--- src/hdl/ttu_defs.vh ---
// Register addresses, field positions, reset values and counts
`ifndef TTU_DEFS_VH
`define TTU_DEFS_VH

// Register addresses
`define TTU_ADDR_AUX 8'h8E
`define TTU_ADDR_AUX2 8'hA6
`define TTU_ADDR_T3CTL 8'hC8
`define TTU_ADDR_T3MOD 8'hC9
`define TTU_ADDR_CAP_LO 8'hCA
`define TTU_ADDR_CAP_HI 8'hCB
`define TTU_ADDR_T3_LO 8'hCC
`define TTU_ADDR_T3_HI 8'hCD
`define TTU_ADDR_CLCTL 8'hD8
`define TTU_ADDR_CLMODE 8'hD9
`define TTU_ADDR_T1_LO 8'hDA
`define TTU_ADDR_T1_HI 8'hDB
`define TTU_ADDR_T2_LO 8'hDC
`define TTU_ADDR_T2_HI 8'hDD

// aux_control fields
`define TTU_AUX_PTR_SEL 0
`define TTU_AUX_T3_FAST 3
`define TTU_AUX_BAUD_ADJ 5
`define TTU_AUX_MASK 8'h29

// aux_control_two fields
`define TTU_AUX2_T1_CKOE 0
`define TTU_AUX2_SER0 5
`define TTU_AUX2_T2_FAST 6
`define TTU_AUX2_T1_FAST 7
`define TTU_AUX2_MASK 8'hE1

// timer_three_control fields
`define TTU_T3C_CPRL 0
`define TTU_T3C_CT 1
`define TTU_T3C_RUN 2
`define TTU_T3C_EXEN 3
`define TTU_T3C_TRANSMIT_CLOCK_SELECTOR 4
`define TTU_T3C_RCLK 5
`define TTU_T3C_EXF 6
`define TTU_T3C_TF 7

// timer_three_mode fields
`define TTU_T3M_DOWN_COUNT_ENABLE 0
`define TTU_T3M_OE 1
`define TTU_T3M_MASK 8'h03

// classic_control fields
`define TTU_CLC_RUN1 0
`define TTU_CLC_RUN2 1
`define TTU_CLC_TF1 4
`define TTU_CLC_TF2 5
`define TTU_CLC_MASK 8'h33

// classic_mode fields: mode in [1:0]/[5:4], counter select in 2/6
`define TTU_CLM_MODE1_LSB 0
`define TTU_CLM_CT1 2
`define TTU_CLM_MODE2_LSB 4
`define TTU_CLM_CT2 6
`define TTU_CLM_MASK 8'h77

// Reset value of every register
`define TTU_RESET_BYTE 8'h00

// Slow time base divides the system clock by this count
`define TTU_PRESCALE 12
`define TTU_PRESCALE_W 4

// Classic timer modes
`define TTU_MODE_13BIT 2'h0
`define TTU_MODE_16BIT 2'h1
`define TTU_MODE_AUTO8 2'h2
`define TTU_MODE_SPLIT 2'h3

`endif

--- src/hdl/ttu_classic_timer.v ---
// Classic 13/16/8-bit reload/split timer core
`timescale 1ns/100ps
`include "ttu_defs.vh"
module ttu_classic_timer #(
  parameter SPLIT = 1
) (
  // Clock, reset, enable
  input wire sys_clk,
  input wire rstn,
  input wire ce,
  // Count events and mode
  input wire step,
  input wire hi_step,
  input wire [1:0] mode,
  // Software access
  input wire wr_lo,
  input wire wr_hi,
  input wire [7:0] wdata,
  // Count and overflow
  output reg [7:0] cnt_lo,
  output reg [7:0] cnt_hi,
  output wire ovf,
  output wire hi_ovf
);
  wire [12:0] c13;
  wire [15:0] c16;
  wire split_on;

  assign c13 = {cnt_hi, cnt_lo[4:0]};
  assign c16 = {cnt_hi, cnt_lo};
  assign split_on = (SPLIT != 0) && (mode == `TTU_MODE_SPLIT);

  // Overflow of the active counter per mode
  assign ovf = step & (((mode == `TTU_MODE_13BIT) && (c13 == 13'h1FFF)) ||
    ((mode == `TTU_MODE_16BIT) && (c16 == 16'hFFFF)) ||
    (((mode == `TTU_MODE_AUTO8) || split_on) && (cnt_lo == 8'hFF)));
  assign hi_ovf = split_on & hi_step & (cnt_hi == 8'hFF);

  // Software writes win over counting in the same cycle
  always @(posedge sys_clk) begin
    if (!rstn) begin
      cnt_lo <= 8'h00;
      cnt_hi <= 8'h00;
    end else if (ce) begin
      if (wr_lo) begin
        cnt_lo <= wdata;
      end else if (step) begin
        case (mode)
          `TTU_MODE_13BIT: cnt_lo <= {cnt_lo[7:5], c13[4:0] + 5'h01};
          `TTU_MODE_16BIT: cnt_lo <= cnt_lo + 8'h01;
          `TTU_MODE_AUTO8: cnt_lo <= ovf ? cnt_hi : cnt_lo + 8'h01;
          default: cnt_lo <= split_on ? cnt_lo + 8'h01 : cnt_lo;
        endcase
      end
      if (wr_hi) begin
        cnt_hi <= wdata;
      end else if (split_on) begin
        if (hi_step) begin
          cnt_hi <= cnt_hi + 8'h01;
        end
      end else if (step) begin
        case (mode)
          `TTU_MODE_13BIT: begin
            if (c13[4:0] == 5'h1F) begin
              cnt_hi <= cnt_hi + 8'h01;
            end
          end
          `TTU_MODE_16BIT: begin
            if (cnt_lo == 8'hFF) begin
              cnt_hi <= cnt_hi + 8'h01;
            end
          end
          default: cnt_hi <= cnt_hi; // Reload value or held
        endcase
      end
    end
  end
endmodule // ttu_classic_timer

--- src/hdl/ttu_edge_sync.v ---
// Two-stage pin synchroniser with falling edge detector
`timescale 1ns/100ps
module ttu_edge_sync (
  // Clock, reset, enable
  input wire sys_clk,
  input wire rstn,
  input wire ce,
  // Raw pin
  input wire pin,
  // Synchronised level and falling edge pulse
  output wire level,
  output wire fall
);
  reg meta;
  reg sync;
  reg last;

  // Only sync and last feed logic; meta is left alone to settle
  always @(posedge sys_clk) begin
    if (!rstn) begin
      meta <= 1'b1;
      sync <= 1'b1;
      last <= 1'b1;
    end else if (ce) begin
      meta <= pin;
      sync <= meta;
      last <= sync;
    end
  end

  assign level = sync;
  assign fall = last & ~sync & ce;
endmodule // ttu_edge_sync

--- src/hdl/ttu_top.v ---
// Three-timer unit: two classic timers and the capture/reload timer
`timescale 1ns/100ps
`include "ttu_defs.vh"
module ttu_top (
  // Clock, reset, enable
  input wire sys_clk,
  input wire rstn,
  input wire ce,
  // Register port
  input wire [7:0] sfr_addr,
  input wire sfr_wr,
  input wire sfr_rd,
  input wire [7:0] sfr_wdata,
  output reg [7:0] sfr_rdata,
  // External pins
  input wire trigger_pin,
  input wire external_count_pin,
  input wire first_count_pin,
  input wire second_count_pin,
  // Clock outputs
  output reg first_clock_out,
  output wire first_clock_out_oe,
  output reg third_clock_out,
  output wire third_clock_out_oe,
  // Serial port clocks
  output wire rx_baud_tick,
  output wire tx_baud_tick,
  // Loose control bits for neighbouring blocks
  output wire pointer_select,
  output wire baud_adjust_bit,
  output wire serial_mode0_speed_sel,
  // Interrupt requests
  output wire first_timer_irq,
  output wire second_timer_irq,
  output wire third_timer_irq
);
  // Register state
  reg [7:0] aux_control;
  reg [7:0] aux_control_two;
  reg [7:0] timer_three_mode;
  reg [7:0] classic_control;
  reg [7:0] classic_mode;
  reg capture_reload_select;
  reg timer_counter_select;
  reg third_timer_run;
  reg external_trigger_enable;
  reg transmit_clock_selector;
  reg receive_clock_selector;
  reg external_trigger_flag;
  reg third_timer_overflow_flag;
  reg [7:0] capture_reload_low;
  reg [7:0] capture_reload_high;
  reg [7:0] t3_lo;
  reg [7:0] t3_hi;
  reg [`TTU_PRESCALE_W-1:0] prescale;
  reg half_tick;
  reg [15:0] next_count;
  reg next_exf;
  // Register write strobe for one address
  function wr_hit;
    input [7:0] addr;
    input [7:0] target;
    input wr;
    begin
      wr_hit = wr & (addr == target);
    end
  endfunction
  // Decoded writes
  wire wr_aux = wr_hit(sfr_addr, `TTU_ADDR_AUX, sfr_wr);
  wire wr_aux2 = wr_hit(sfr_addr, `TTU_ADDR_AUX2, sfr_wr);
  wire wr_t3c = wr_hit(sfr_addr, `TTU_ADDR_T3CTL, sfr_wr);
  wire wr_t3m = wr_hit(sfr_addr, `TTU_ADDR_T3MOD, sfr_wr);
  wire wr_cap_lo = wr_hit(sfr_addr, `TTU_ADDR_CAP_LO, sfr_wr);
  wire wr_cap_hi = wr_hit(sfr_addr, `TTU_ADDR_CAP_HI, sfr_wr);
  wire wr_t3_lo = wr_hit(sfr_addr, `TTU_ADDR_T3_LO, sfr_wr);
  wire wr_t3_hi = wr_hit(sfr_addr, `TTU_ADDR_T3_HI, sfr_wr);
  wire wr_clc = wr_hit(sfr_addr, `TTU_ADDR_CLCTL, sfr_wr);
  wire wr_clm = wr_hit(sfr_addr, `TTU_ADDR_CLMODE, sfr_wr);
  wire wr_t1_lo = wr_hit(sfr_addr, `TTU_ADDR_T1_LO, sfr_wr);
  wire wr_t1_hi = wr_hit(sfr_addr, `TTU_ADDR_T1_HI, sfr_wr);
  wire wr_t2_lo = wr_hit(sfr_addr, `TTU_ADDR_T2_LO, sfr_wr);
  wire wr_t2_hi = wr_hit(sfr_addr, `TTU_ADDR_T2_HI, sfr_wr);
  // Field aliases
  wire first_timer_fast_clock_sel = aux_control_two[`TTU_AUX2_T1_FAST];
  wire second_timer_fast_clock_sel = aux_control_two[`TTU_AUX2_T2_FAST];
  wire first_timer_clock_out_en = aux_control_two[`TTU_AUX2_T1_CKOE];
  wire third_timer_fast_clock_sel = aux_control[`TTU_AUX_T3_FAST];
  wire third_timer_clock_out_en = timer_three_mode[`TTU_T3M_OE];
  wire down_count_enable = timer_three_mode[`TTU_T3M_DOWN_COUNT_ENABLE];
  wire first_timer_run = classic_control[`TTU_CLC_RUN1];
  wire second_timer_run = classic_control[`TTU_CLC_RUN2];
  wire [1:0] first_mode = classic_mode[`TTU_CLM_MODE1_LSB+1:
    `TTU_CLM_MODE1_LSB];
  wire [1:0] second_mode = classic_mode[`TTU_CLM_MODE2_LSB+1:
    `TTU_CLM_MODE2_LSB];
  assign pointer_select = aux_control[`TTU_AUX_PTR_SEL];
  assign baud_adjust_bit = aux_control[`TTU_AUX_BAUD_ADJ];
  assign serial_mode0_speed_sel = aux_control_two[`TTU_AUX2_SER0];
  // Synchronised pins
  wire trig_level;
  wire trig_fall;
  wire count_fall;
  wire p1_fall;
  wire p2_fall;
  ttu_edge_sync u_trig (.sys_clk(sys_clk), .rstn(rstn), .ce(ce),
    .pin(trigger_pin), .level(trig_level), .fall(trig_fall));
  ttu_edge_sync u_count (.sys_clk(sys_clk), .rstn(rstn), .ce(ce),
    .pin(external_count_pin), .level(), .fall(count_fall));
  ttu_edge_sync u_p1 (.sys_clk(sys_clk), .rstn(rstn), .ce(ce),
    .pin(first_count_pin), .level(), .fall(p1_fall));
  ttu_edge_sync u_p2 (.sys_clk(sys_clk), .rstn(rstn), .ce(ce),
    .pin(second_count_pin), .level(), .fall(p2_fall));
  // Clock/12 and clock/2 time bases, one-cycle ticks
  wire tick12 = ce & (prescale == (`TTU_PRESCALE - 1));
  always @(posedge sys_clk) begin
    if (!rstn) begin
      prescale <= {`TTU_PRESCALE_W{1'b0}};
      half_tick <= 1'b0;
    end else if (ce) begin
      prescale <= tick12 ? {`TTU_PRESCALE_W{1'b0}} :
        prescale + {{(`TTU_PRESCALE_W-1){1'b0}}, 1'b1};
      half_tick <= ~half_tick;
    end
  end
  // Classic timer count sources
  wire base1 = first_timer_fast_clock_sel ? ce : tick12;
  wire base2 = second_timer_fast_clock_sel ? ce : tick12;
  wire src1 = classic_mode[`TTU_CLM_CT1] ? p1_fall : base1;
  wire src2 = classic_mode[`TTU_CLM_CT2] ? p2_fall : base2;
  wire step1 = first_timer_run & src1;
  wire step2 = second_timer_run & src2;
  wire split1 = (first_mode == `TTU_MODE_SPLIT);
  wire [7:0] t1_lo;
  wire [7:0] t1_hi;
  wire [7:0] t2_lo;
  wire [7:0] t2_hi;
  wire ovf1;
  wire ovf1_hi;
  wire ovf2;
  // First timer; its split high half borrows the second run bit
  ttu_classic_timer #(.SPLIT(1)) u_first (
    .sys_clk(sys_clk), .rstn(rstn), .ce(ce), .step(step1),
    .hi_step(second_timer_run & base2), .mode(first_mode),
    .wr_lo(wr_t1_lo), .wr_hi(wr_t1_hi), .wdata(sfr_wdata),
    .cnt_lo(t1_lo), .cnt_hi(t1_hi), .ovf(ovf1), .hi_ovf(ovf1_hi)
  );
  // Second timer holds in split mode
  ttu_classic_timer #(.SPLIT(0)) u_second (
    .sys_clk(sys_clk), .rstn(rstn), .ce(ce), .step(step2),
    .hi_step(1'b0), .mode(second_mode),
    .wr_lo(wr_t2_lo), .wr_hi(wr_t2_hi), .wdata(sfr_wdata),
    .cnt_lo(t2_lo), .cnt_hi(t2_hi), .ovf(ovf2), .hi_ovf()
  );
  // Third timer mode decode
  wire baud_mode = receive_clock_selector | transmit_clock_selector;
  wire clkout_mode = third_timer_clock_out_en & ~baud_mode &
    ~capture_reload_select;
  wire capture_mode = capture_reload_select & ~baud_mode;
  wire updown_mode = down_count_enable & ~baud_mode &
    ~capture_reload_select;
  wire fast_base = baud_mode | clkout_mode;
  wire [15:0] count16 = {t3_hi, t3_lo};
  wire [15:0] reload16 = {capture_reload_high, capture_reload_low};
  // Count source; baud and clock-out modes run on clock/2
  wire base3 = fast_base ? (ce & half_tick) :
    (third_timer_fast_clock_sel ? ce : tick12);
  wire src3 = timer_counter_select ? count_fall : base3;
  wire step3 = third_timer_run & src3;
  wire count_down = updown_mode & ~trig_level;
  wire up_ovf = step3 & ~count_down & (count16 == 16'hFFFF);
  wire down_ovf = step3 & count_down &
    (count16 == reload16);
  wire ovf3 = up_ovf | down_ovf;
  // Trigger edge effects; while clocking the serial port an edge only sets the external flag
  wire trig_evt = trig_fall & external_trigger_enable;
  wire capture_evt = trig_evt & capture_mode;
  wire reload_evt = trig_evt & ~baud_mode & ~capture_reload_select &
    ~down_count_enable;
  wire exf_set = capture_evt | reload_evt |
    (trig_evt & baud_mode);
  wire tf_set = ovf3 & ~baud_mode & ~clkout_mode;
  // Next count value; software writes take precedence
  always @* begin
    next_count = count16;
    if (down_ovf) begin
      next_count = 16'hFFFF;
    end else if (up_ovf) begin
      next_count = capture_mode ? 16'h0000 : reload16;
    end else if (reload_evt) begin
      next_count = reload16;
    end else if (step3) begin
      next_count = count_down ? count16 - 16'h0001 : count16 + 16'h0001;
    end
    if (wr_t3_lo) begin
      next_count[7:0] = sfr_wdata;
    end
    if (wr_t3_hi) begin
      next_count[15:8] = sfr_wdata;
    end
  end
  // External flag: written, toggled in up/down mode, set wins
  always @* begin
    next_exf = wr_t3c ? sfr_wdata[`TTU_T3C_EXF] : external_trigger_flag;
    if (ovf3 & updown_mode) begin
      next_exf = ~next_exf;
    end
    if (exf_set) begin
      next_exf = 1'b1;
    end
  end
  // Third timer registers
  always @(posedge sys_clk) begin
    if (!rstn) begin
      capture_reload_select <= 1'b0;
      timer_counter_select <= 1'b0;
      third_timer_run <= 1'b0;
      external_trigger_enable <= 1'b0;
      transmit_clock_selector <= 1'b0;
      receive_clock_selector <= 1'b0;
      external_trigger_flag <= 1'b0;
      third_timer_overflow_flag <= 1'b0;
      capture_reload_low <= `TTU_RESET_BYTE;
      capture_reload_high <= `TTU_RESET_BYTE;
      t3_lo <= `TTU_RESET_BYTE;
      t3_hi <= `TTU_RESET_BYTE;
    end else if (ce) begin
      if (wr_t3c) begin
        capture_reload_select <= sfr_wdata[`TTU_T3C_CPRL];
        timer_counter_select <= sfr_wdata[`TTU_T3C_CT];
        third_timer_run <= sfr_wdata[`TTU_T3C_RUN];
        external_trigger_enable <= sfr_wdata[`TTU_T3C_EXEN];
        transmit_clock_selector <= sfr_wdata[`TTU_T3C_TRANSMIT_CLOCK_SELECTOR];
        receive_clock_selector <= sfr_wdata[`TTU_T3C_RCLK];
      end
      // Hardware never clears the overflow flag, but toggles the external flag in up/down mode; a set beats a clear
      third_timer_overflow_flag <= tf_set |
        (wr_t3c ? sfr_wdata[`TTU_T3C_TF] :
        third_timer_overflow_flag);
      external_trigger_flag <= next_exf;
      if (capture_evt) begin
        capture_reload_low <= t3_lo;
        capture_reload_high <= t3_hi;
      end else begin
        if (wr_cap_lo) begin
          capture_reload_low <= sfr_wdata;
        end
        if (wr_cap_hi) begin
          capture_reload_high <= sfr_wdata;
        end
      end
      t3_lo <= next_count[7:0];
      t3_hi <= next_count[15:8];
    end
  end
  // Control registers; reserved bits are never stored
  always @(posedge sys_clk) begin
    if (!rstn) begin
      aux_control <= `TTU_RESET_BYTE;
      aux_control_two <= `TTU_RESET_BYTE;
      timer_three_mode <= `TTU_RESET_BYTE;
      classic_control <= `TTU_RESET_BYTE;
      classic_mode <= `TTU_RESET_BYTE;
    end else if (ce) begin
      if (wr_aux) begin
        aux_control <= sfr_wdata & `TTU_AUX_MASK;
      end
      if (wr_aux2) begin
        aux_control_two <= sfr_wdata & `TTU_AUX2_MASK;
      end
      if (wr_t3m) begin
        timer_three_mode <= sfr_wdata & `TTU_T3M_MASK;
      end
      if (wr_clm) begin
        classic_mode <= sfr_wdata & `TTU_CLM_MASK;
      end
      if (wr_clc) begin
        classic_control[`TTU_CLC_RUN1] <= sfr_wdata[`TTU_CLC_RUN1];
        classic_control[`TTU_CLC_RUN2] <= sfr_wdata[`TTU_CLC_RUN2];
      end
      // Overflow flags: set beats a same-cycle software clear
      classic_control[`TTU_CLC_TF1] <= ovf1 |
        (wr_clc ? sfr_wdata[`TTU_CLC_TF1] : classic_control[`TTU_CLC_TF1]);
      classic_control[`TTU_CLC_TF2] <= (split1 ? ovf1_hi : ovf2) |
        (wr_clc ? sfr_wdata[`TTU_CLC_TF2] : classic_control[`TTU_CLC_TF2]);
    end
  end
  // Clock outputs toggle per overflow for a 50% duty; the first only in auto-reload 8-bit mode
  always @(posedge sys_clk) begin
    if (!rstn) begin
      first_clock_out <= 1'b0;
      third_clock_out <= 1'b0;
    end else if (ce) begin
      if (ovf1 & first_timer_clock_out_en & first_timer_run &
          (first_mode == `TTU_MODE_AUTO8)) begin
        first_clock_out <= ~first_clock_out;
      end
      if (ovf3 & third_timer_clock_out_en) begin
        third_clock_out <= ~third_clock_out;
      end
    end
  end
  assign first_clock_out_oe = first_timer_clock_out_en;
  assign third_clock_out_oe = third_timer_clock_out_en;
  // Serial clocks: selector picks third or second timer overflow
  assign rx_baud_tick = receive_clock_selector ? ovf3 : ovf2;
  assign tx_baud_tick = transmit_clock_selector ? ovf3 :
    ovf2;
  // Interrupt requests; the external flag is masked in up/down use
  assign third_timer_irq = third_timer_overflow_flag |
    (external_trigger_flag & ~down_count_enable);
  assign first_timer_irq = classic_control[`TTU_CLC_TF1];
  assign second_timer_irq = classic_control[`TTU_CLC_TF2];
  // Registered read port; unmapped addresses read zero
  always @(posedge sys_clk) begin
    if (!rstn) begin
      sfr_rdata <= 8'h00;
    end else if (ce && sfr_rd) begin
      case (sfr_addr)
        `TTU_ADDR_AUX: sfr_rdata <= aux_control;
        `TTU_ADDR_AUX2: sfr_rdata <= aux_control_two;
        `TTU_ADDR_T3CTL: sfr_rdata <= {third_timer_overflow_flag,
          external_trigger_flag, receive_clock_selector,
          transmit_clock_selector, external_trigger_enable,
          third_timer_run, timer_counter_select, capture_reload_select};
        `TTU_ADDR_T3MOD: sfr_rdata <= timer_three_mode;
        `TTU_ADDR_CAP_LO: sfr_rdata <= capture_reload_low;
        `TTU_ADDR_CAP_HI: sfr_rdata <= capture_reload_high;
        `TTU_ADDR_T3_LO: sfr_rdata <= t3_lo;
        `TTU_ADDR_T3_HI: sfr_rdata <= t3_hi;
        `TTU_ADDR_CLCTL: sfr_rdata <= classic_control;
        `TTU_ADDR_CLMODE: sfr_rdata <= classic_mode;
        `TTU_ADDR_T1_LO: sfr_rdata <= t1_lo;
        `TTU_ADDR_T1_HI: sfr_rdata <= t1_hi;
        `TTU_ADDR_T2_LO: sfr_rdata <= t2_lo;
        `TTU_ADDR_T2_HI: sfr_rdata <= t2_hi;
        default: sfr_rdata <= 8'h00;
      endcase
    end
  end
endmodule // ttu_top

--- config.mk ---
export PLATFORM = sky130hd
export DESIGN_NAME = ttu_top
export DESIGN_NICKNAME = d
export VERILOG_FILES = /design/src/hdl/ttu_classic_timer.v /design/src/hdl/ttu_edge_sync.v /design/src/hdl/ttu_top.v
export VERILOG_INCLUDE_DIRS = /design/src /design/src/hdl
export SDC_FILE = /design/constraint.sdc
export NUM_CORES = 1
export LEC_CHECK = 0
export ABC_AREA = 1
export BUFFER_PORTS_ARGS = -buffer_cell sky130_fd_sc_hd__clkbuf_2
export CAP_MARGIN = 20
export CORE_MARGIN = 10
export CORE_UTILIZATION = 40
export CTS_CLUSTER_SIZE = 20
export DETAILED_ROUTE_END_ITERATION = 8
export HOLD_SLACK_MARGIN = 0.02
export MAX_ROUTING_LAYER = met4
export SETUP_SLACK_MARGIN = 0.02
export SYNTH_ARGS = -nofsm -noshare
export SYNTH_HDL_FRONTEND = slang
export SYNTH_SLANG_ARGS = --single-unit
export TNS_END_PERCENT = 10
--- constraint.sdc ---
create_clock -name sys_clk -period 4.2 [get_ports sys_clk]
set_clock_uncertainty 0.2 [all_clocks]
set_input_delay 0.21 -clock sys_clk [delete_from_list [all_inputs] [get_ports sys_clk]]
set_output_delay 0.21 -clock sys_clk [all_outputs]
set_load 0.02 [all_outputs]
==> flow_metrics.env, run 1 <==
export IMPL_timing_hold_worst_start="ce"
export IMPL_setup_reg_to_reg_worst_slack_ps=960
export IMPL_setup_worst_path_start_class="flop"
export IMPL_global_route_overflow_total=0
export IMPL_initial_utilization_pct=41.04
export IMPL_port_buffer_count=44
export IMPL_timing_worst_setup_path_type="reg -> out"
export IMPL_via_per_inst=5.797
export IMPL_fin_ws_ps=640.2
export IMPL_power_ir_vdd_worst_uv=278.6
export IMPL_grt_pass1_vias=8609
export IMPL_end_kind="output pin"
export IMPL_worst_skew_pair_late_latency_ps=430
export IMPL_drv_cap=0
export IMPL_fp_dieH_um=164.8
export IMPL_synth_avg_cell_area_sq_um=6.410
export IMPL_post_route_cells_drive_above_1_share_pct=12.41
export IMPL_layoutNonFillerInstCount=1625
export IMPL_cts_buffers=17
export IMPL_final_area_sq_um=9403
export IMPL_clk_transition_reported_paths_ps=60
export IMPL_cts_setup_buffers=0
export IMPL_std_cell_rows=52
export IMPL_synth_top_cells_by_count="sky130_fd_sc_hd__nand2_1, sky130_fd_sc_hd__inv_1, sky130_fd_sc_hd__a21oi_1, sky130_fd_sc_hd__dfxtp_1, sky130_fd_sc_hd__o21ai_0"
export IMPL_synthTopCellsByArea="sky130_fd_sc_hd__dfxtp_1, sky130_fd_sc_hd__nand2_1, sky130_fd_sc_hd__a21oi_1, sky130_fd_sc_hd__o21ai_0, sky130_fd_sc_hd__inv_1"
export IMPL_tritoncts_num_sinks=118
export IMPL_post_route_drc_count=0
export IMPL_grt_max_degree=53
export IMPL_yosys_warnings=0
export IMPL_grt_first_pass_wirelength_um=49510
export IMPL_crit_arrival_ps=3150
export IMPL_crit_path_max_incr_delay_ps=620
export IMPL_synth_async_reset_ratio_pct=0
export IMPL_detail_route_antenna_nets=0
export IMPL_synth_edff_count=0
export IMPL_gp_congestion=0.9754
export IMPL_unrepaired_setup_endpoints_after_global_routing="false"
export IMPL_postSynthCellCount=1308
export IMPL_mean_routed_wirelength_per_cell_um=19.79
export IMPL_rr_endpoint="t3_lo[2]"
export IMPL_synthMostInstantiatedCell="sky130_fd_sc_hd__nand2_1"
export IMPL_first_iter_violations=875
export IMPL_holdWs_ps=81.81
export IMPL_min_to="u_p2.level"
export IMPL_gr_usage_all_layers_pct=24.22
export IMPL_dp_hpwl_um=23980
export IMPL_ys_flop_type="sky130_fd_sc_hd__dfxtp_1"
export IMPL_grt_antenna_before_repair=1
export IMPL_worst_path_cell_trace="nor2_2 -> nand3_2 -> nor4_2 -> nand3_1 -> nand2_1 -> nand2_1 -> o21ai_0 -> clkbuf_2"
export IMPL_clock_fmax_ghz=0.2809
export IMPL_power_per_cell_area_nw_per_um2=290.2
export IMPL_min_path_cells=4
export IMPL_die_width_um=164.8
export IMPL_worstPathRequired_ps=3790
export IMPL_worst_path_max_delay_cell="sky130_fd_sc_hd__nand3_2"
export IMPL_setup_viol=0
export IMPL_timing_critical_path_fanout_max=31
export IMPL_power_mw=2.729
export IMPL_ctsRootBufferMaster="sky130_fd_sc_hd__clkbuf_16"
export IMPL_critPathMostFrequentCell="sky130_fd_sc_hd__nand2_1"
export IMPL_synthDominantAreaCellType="sky130_fd_sc_hd__dfxtp_1"
export IMPL_h_tree_depth=4
export IMPL_timing_final_crit_share_pct=84.76
export IMPL_layout_core_utilization_pct=46.03
export IMPL_die_area_sq_um=27150
export IMPL_syn_cell_area_sq_um=8384
export IMPL_final_slew_viol_count=0
export IMPL_io_pins=45
export IMPL_dpl_cell_area_sq_um=8760
export IMPL_placed_cells=1585
export IMPL_slew_headroom_pct=31.18
export IMPL_synth_sequential_area_ratio_pct=28.17
export IMPL_postSynthNetCount=1344
export IMPL_finalHoldViolations=0
export IMPL_final_period_minus_worst_setup_slack_ps=3560
export IMPL_status="completed"
export IMPL_tightest_slew_ps=1025
export IMPL_final_layout_net_count=1377
export IMPL_setup_total_negative_slack_ps=0
export IMPL_design_core_area_sq_um=20430
export IMPL_r2r_cells=12
export IMPL_tritoncts_clock_tree="built"
export IMPL_drt_total_wl_um=32160
export IMPL_critical_path_top_delay_family="simple AND/OR/NAND/NOR gates"
export IMPL_netlist_cell_type_count=56
export IMPL_synth_top_cell_area_share_pct=28.17
export IMPL_cts_buffer_depth=2
export IMPL_crit_buf_inv=1
export IMPL_critical_path_reg2reg_startpoint="transmit_clock_selector"
export IMPL_hold_path_class="in -> reg"
export IMPL_timing_critical_path_depth=8
export IMPL_total_leakage_power_nw=3.984
export IMPL_synth_seq_cells=118
export IMPL_first_pass_iters=7
export IMPL_areaGrowthSynthToFinish_pct=12.15
export IMPL_num_vias=9420
export IMPL_preCtsSetupSlack_ps=1060
==> worst min-delay path: cells and delay by family <==
| family | cells | cell delay (ps) |
|---|---|---|
| buffers and inverters | 2 | 370 |
| AND/OR/NAND/NOR | 2 | 100 |
==> kinds of logic after synthesis <==
| logic type | Yosys count | share of synthesized area, % |
|---|---|---|
| and+or+nand+nor | 565 | 30.92 |
| AOI/OAI and AO/OA | 366 | 25.55 |
| buffers and inverters | 218 | 10.58 |
| DFF | 118 | 28.17 |
| xor gates and xnor gates | 30 | 3.134 |
| adders and majority gates | 11 | 1.642 |
==> power by group <==
group / internal [mW] / total (mW) / leakage (nW) / switching [mW]
logic: 0.0377 / 0.149 / 2.75 / 0.112
registers: 1.13 / 1.14 / 0.955 / 0.00809
clock network: 0.826 / 1.44 / 0.277 / 0.612
==> registers in the layout, summed over array words and instances, names as in the netlist, 6 cells and up <==
name                 count
u_second.cnt_hi          8
t3_lo                    8
sfr_rdata                8
u_second.cnt_lo          8
capture_reload_high      8
u_first.cnt_hi           8
capture_reload_low       8
classic_mode             6
u_first.cnt_lo           8
t3_hi                    8
==> metal layers <==
| layer | routed length [um] | vias to the layer above | GRT usage (%) |
|---|---|---|---|
| li1 | - | 4513 | - |
| met1 | 14020 | 4398 | 30.63 |
| met2 | 14570 | 427 | 36.98 |
| met3 | 2421 | 82 | 5.029 |
| met4 | 1146 | 0 | 9.903 |
| met5 | 0 | - | - |
==> area by class of cell <==
cell class                      count  area [sq um]
Antenna cell                        1         2.502
Multi-Input combinational cell    972          5135
Inverter                          175         659.4
Timing Repair Buffer               57         335.3
Sequential cell                   118          2362
Tap cell                          270         337.8
Fill cell                        2197         11030
Clock buffer                       17         425.4
Clock inverter                     15         145.1
==> worst max-delay path by stage <==
stage          slack [ps]            to                     from
2_1_floorplan        1870  rx_baud_tick       u_second.cnt_lo[0]
3_3_place_gp         1130      t3_hi[0]  transmit_clock_selector
3_5_place_dp         1060      t3_lo[6]  transmit_clock_selector
4_1_cts               690  tx_baud_tick  transmit_clock_selector
5_1_grt               460  tx_baud_tick  transmit_clock_selector
6_report              640  tx_baud_tick  transmit_clock_selector
==> cells in the final DEF, fill, tap and decap left out, types with 10 or more instances in the layout <==
cell	synthesis	final
sky130_fd_sc_hd__o21ai_1	10	10
sky130_fd_sc_hd__nand4_1	22	22
sky130_fd_sc_hd__xor2_1	22	22
sky130_fd_sc_hd__nor3_1	12	12
sky130_fd_sc_hd__nand2_1	310	310
sky130_fd_sc_hd__nand2_2	18	18
sky130_fd_sc_hd__inv_2	20	20
sky130_fd_sc_hd__a41oi_1	12	12
sky130_fd_sc_hd__dfxtp_1	118	118
sky130_fd_sc_hd__clkbuf_16	0	17
sky130_fd_sc_hd__o22ai_1	25	25
sky130_fd_sc_hd__a21oi_1	129	129
sky130_fd_sc_hd__nor2_1	73	73
sky130_fd_sc_hd__o21ai_0	113	113
sky130_fd_sc_hd__o211ai_1	12	12
sky130_fd_sc_hd__clkbuf_2	0	44
sky130_fd_sc_hd__ha_1	11	11
sky130_fd_sc_hd__nand3_1	87	87
sky130_fd_sc_hd__a31oi_1	29	29
sky130_fd_sc_hd__inv_1	149	149
==> timing repair <==
item,in CTS,in global routing
endpoints found under the hold margin,9,0
resized for setup,0,0
hold buffers,7,0
Power figures use the tool's default switching activity.
==> run 2: changes to the inputs <==
- clock period: 4.2 -> 3.69 ns (I/O delays scaled with it)
==> run 2 against run 1 <==
Utilization rose by 0.28 points. Setup slack got worse by 230 ps. Via count is 0.12% lower. Register-to-register slack worse by 190 ps. Sequential cell count unchanged.
==> flow_metrics.env, run 2 (synthesis results as in run 1) <==
export IMPL_gp_congestion=0.9997
export IMPL_min_path_cells=3
export IMPL_power_mw=3.221
export IMPL_final_period_minus_worst_setup_slack_ps=3276
export IMPL_critical_path_reg2reg_startpoint="timer_three_mode[0]"
export IMPL_grt_antenna_before_repair=0
export IMPL_num_vias=9409
export IMPL_port_buffer_count=44
export IMPL_dpl_cell_area_sq_um=8790
export IMPL_end_kind="output pin"
export IMPL_final_slew_viol_count=0
export IMPL_slew_headroom_pct=32.35
export IMPL_holdWs_ps=33.55
export IMPL_std_cell_rows=52
export IMPL_crit_arrival_ps=2890
export IMPL_setup_viol=0
export IMPL_timing_worst_setup_path_type="reg -> out"
export IMPL_detail_route_antenna_nets=0
export IMPL_drv_cap=0
export IMPL_tritoncts_clock_tree="built"
export IMPL_h_tree_depth=4
export IMPL_cts_buffer_depth=2
export IMPL_areaGrowthSynthToFinish_pct=12.83
export IMPL_clk_transition_reported_paths_ps=60
export IMPL_first_iter_violations=933
export IMPL_setup_worst_path_start_class="flop"
export IMPL_cts_buffers=17
export IMPL_dp_hpwl_um=24570
export IMPL_drt_total_wl_um=32890
export IMPL_rr_endpoint="t3_hi[0]"
export IMPL_total_leakage_power_nw=4.016
export IMPL_global_route_overflow_total=0
export IMPL_die_width_um=164.8
export IMPL_ctsRootBufferMaster="sky130_fd_sc_hd__clkbuf_16"
export IMPL_mean_routed_wirelength_per_cell_um=20.21
export IMPL_io_pins=45
export IMPL_tightest_slew_ps=1008
export IMPL_post_route_drc_count=0
export IMPL_layout_cells_most_common_list="sky130_fd_sc_hd__nand2_1, sky130_fd_sc_hd__inv_1, sky130_fd_sc_hd__a21oi_1"
export IMPL_gr_usage_all_layers_pct=24.95
export IMPL_power_per_cell_area_nw_per_um2=340.4
export IMPL_final_layout_net_count=1380
export IMPL_grt_first_pass_wirelength_um=50960
export IMPL_design_core_area_sq_um=20430
export IMPL_preCtsSetupSlack_ps=820.3
export IMPL_via_per_inst=5.783
export IMPL_worst_skew_pair_late_latency_ps=430
export IMPL_grt_max_degree=55
export IMPL_final_area_sq_um=9460
export IMPL_timing_critical_path_fanout_max=18
export IMPL_tritoncts_num_sinks=118
export IMPL_power_ir_vdd_worst_uv=279.5
export IMPL_num_antenna_cells=0
export IMPL_fp_dieH_um=164.8
export IMPL_unrepaired_setup_endpoints_after_global_routing="false"
export IMPL_worstPathRequired_ps=3310
export IMPL_min_to="u_first.cnt_hi[2]"
export IMPL_r2r_cells=18
export IMPL_initial_utilization_pct=41.04
export IMPL_grt_pass1_vias=8703
export IMPL_status="completed"
export IMPL_timing_hold_worst_start="sfr_wdata[2]"
export IMPL_die_area_sq_um=27150
export IMPL_commonest_non_fill_non_tap_cell_in_the_layout="sky130_fd_sc_hd__nand2_1"
export IMPL_first_pass_iters=6
export IMPL_setup_total_negative_slack_ps=0
export IMPL_clock_fmax_ghz=0.3052
export IMPL_finalHoldViolations=0
export IMPL_hold_path_class="in -> reg"
export IMPL_setup_reg_to_reg_worst_slack_ps=770
export IMPL_fin_ws_ps=413.8
export IMPL_post_route_cells_drive_above_1_share_pct=12.68
export IMPL_timing_final_crit_share_pct=88.79
run 2: worst max-delay path, stage by stage, from the launching register on:
cell	delay, ps
sky130_fd_sc_hd__dfxtp_1	330
sky130_fd_sc_hd__inv_1	120
sky130_fd_sc_hd__nor2_4	260
sky130_fd_sc_hd__nand3_2	290
sky130_fd_sc_hd__buf_4	310
sky130_fd_sc_hd__nor4_2	290
sky130_fd_sc_hd__nand3_1	180
sky130_fd_sc_hd__nand2_1	220
sky130_fd_sc_hd__nand2_1	70
sky130_fd_sc_hd__o21ai_0	130
sky130_fd_sc_hd__clkbuf_2	240
run 2: worst max path at each step:
| stage | startpoint | cells past startpoint | endpoint |
|---|---|---|---|
| finish | timer_three_mode[0] | 10 | rx_baud_tick |
| global route | timer_three_mode[0] | 10 | rx_baud_tick |
| CTS | timer_three_mode[0] | 10 | tx_baud_tick |
| detailed placement | timer_three_mode[0] | 18 | t3_hi[0] |
| global placement | timer_three_mode[0] | 19 | t3_hi[4] |
| floorplan | u_second.cnt_lo[0] | 8 | rx_baud_tick |
run 2: area by class of cell:
cell class                      instances  area, sq um
Tap cell                              270        337.8
Multi-Input combinational cell        972         5135
Fill cell                            2182        10970
Sequential cell                       118         2362
Inverter                              175        659.4
Timing Repair Buffer                   60        355.3
Clock buffer                           18        439.2
Clock inverter                         14        171.4
run 2: per-layer routing:
| layer | track usage [%] | wire (um) |
|---|---|---|
| met3 | 4.157 | 2475 |
| met2 | 39.23 | 15090 |
| met5 | - | 0 |
| met4 | 9.622 | 1143 |
| met1 | 31.48 | 14180 |
run 2: what timing repair did:
action	in CTS	in global routing
hold endpoints to repair	8	0
resized for setup	0	0
buffers inserted	0	0
hold buffers	6	0
run 2: report_power, final:
group	leakage [nW]	switching, mW	internal [mW]	total (mW)
combinational	2.77	0.131	0.0426	0.174
clock	0.293	0.665	1.08	1.75
sequential	0.955	0.00882	1.29	1.30
run 2: metrics by stage:
step           std cells  util [%]
2_1_floorplan       1308         -
3_3_place_gp        1589     43.02
3_5_place_dp        1589     43.02
4_1_cts             1627     46.31
5_1_grt             1627     46.31
6_report            1627     46.31
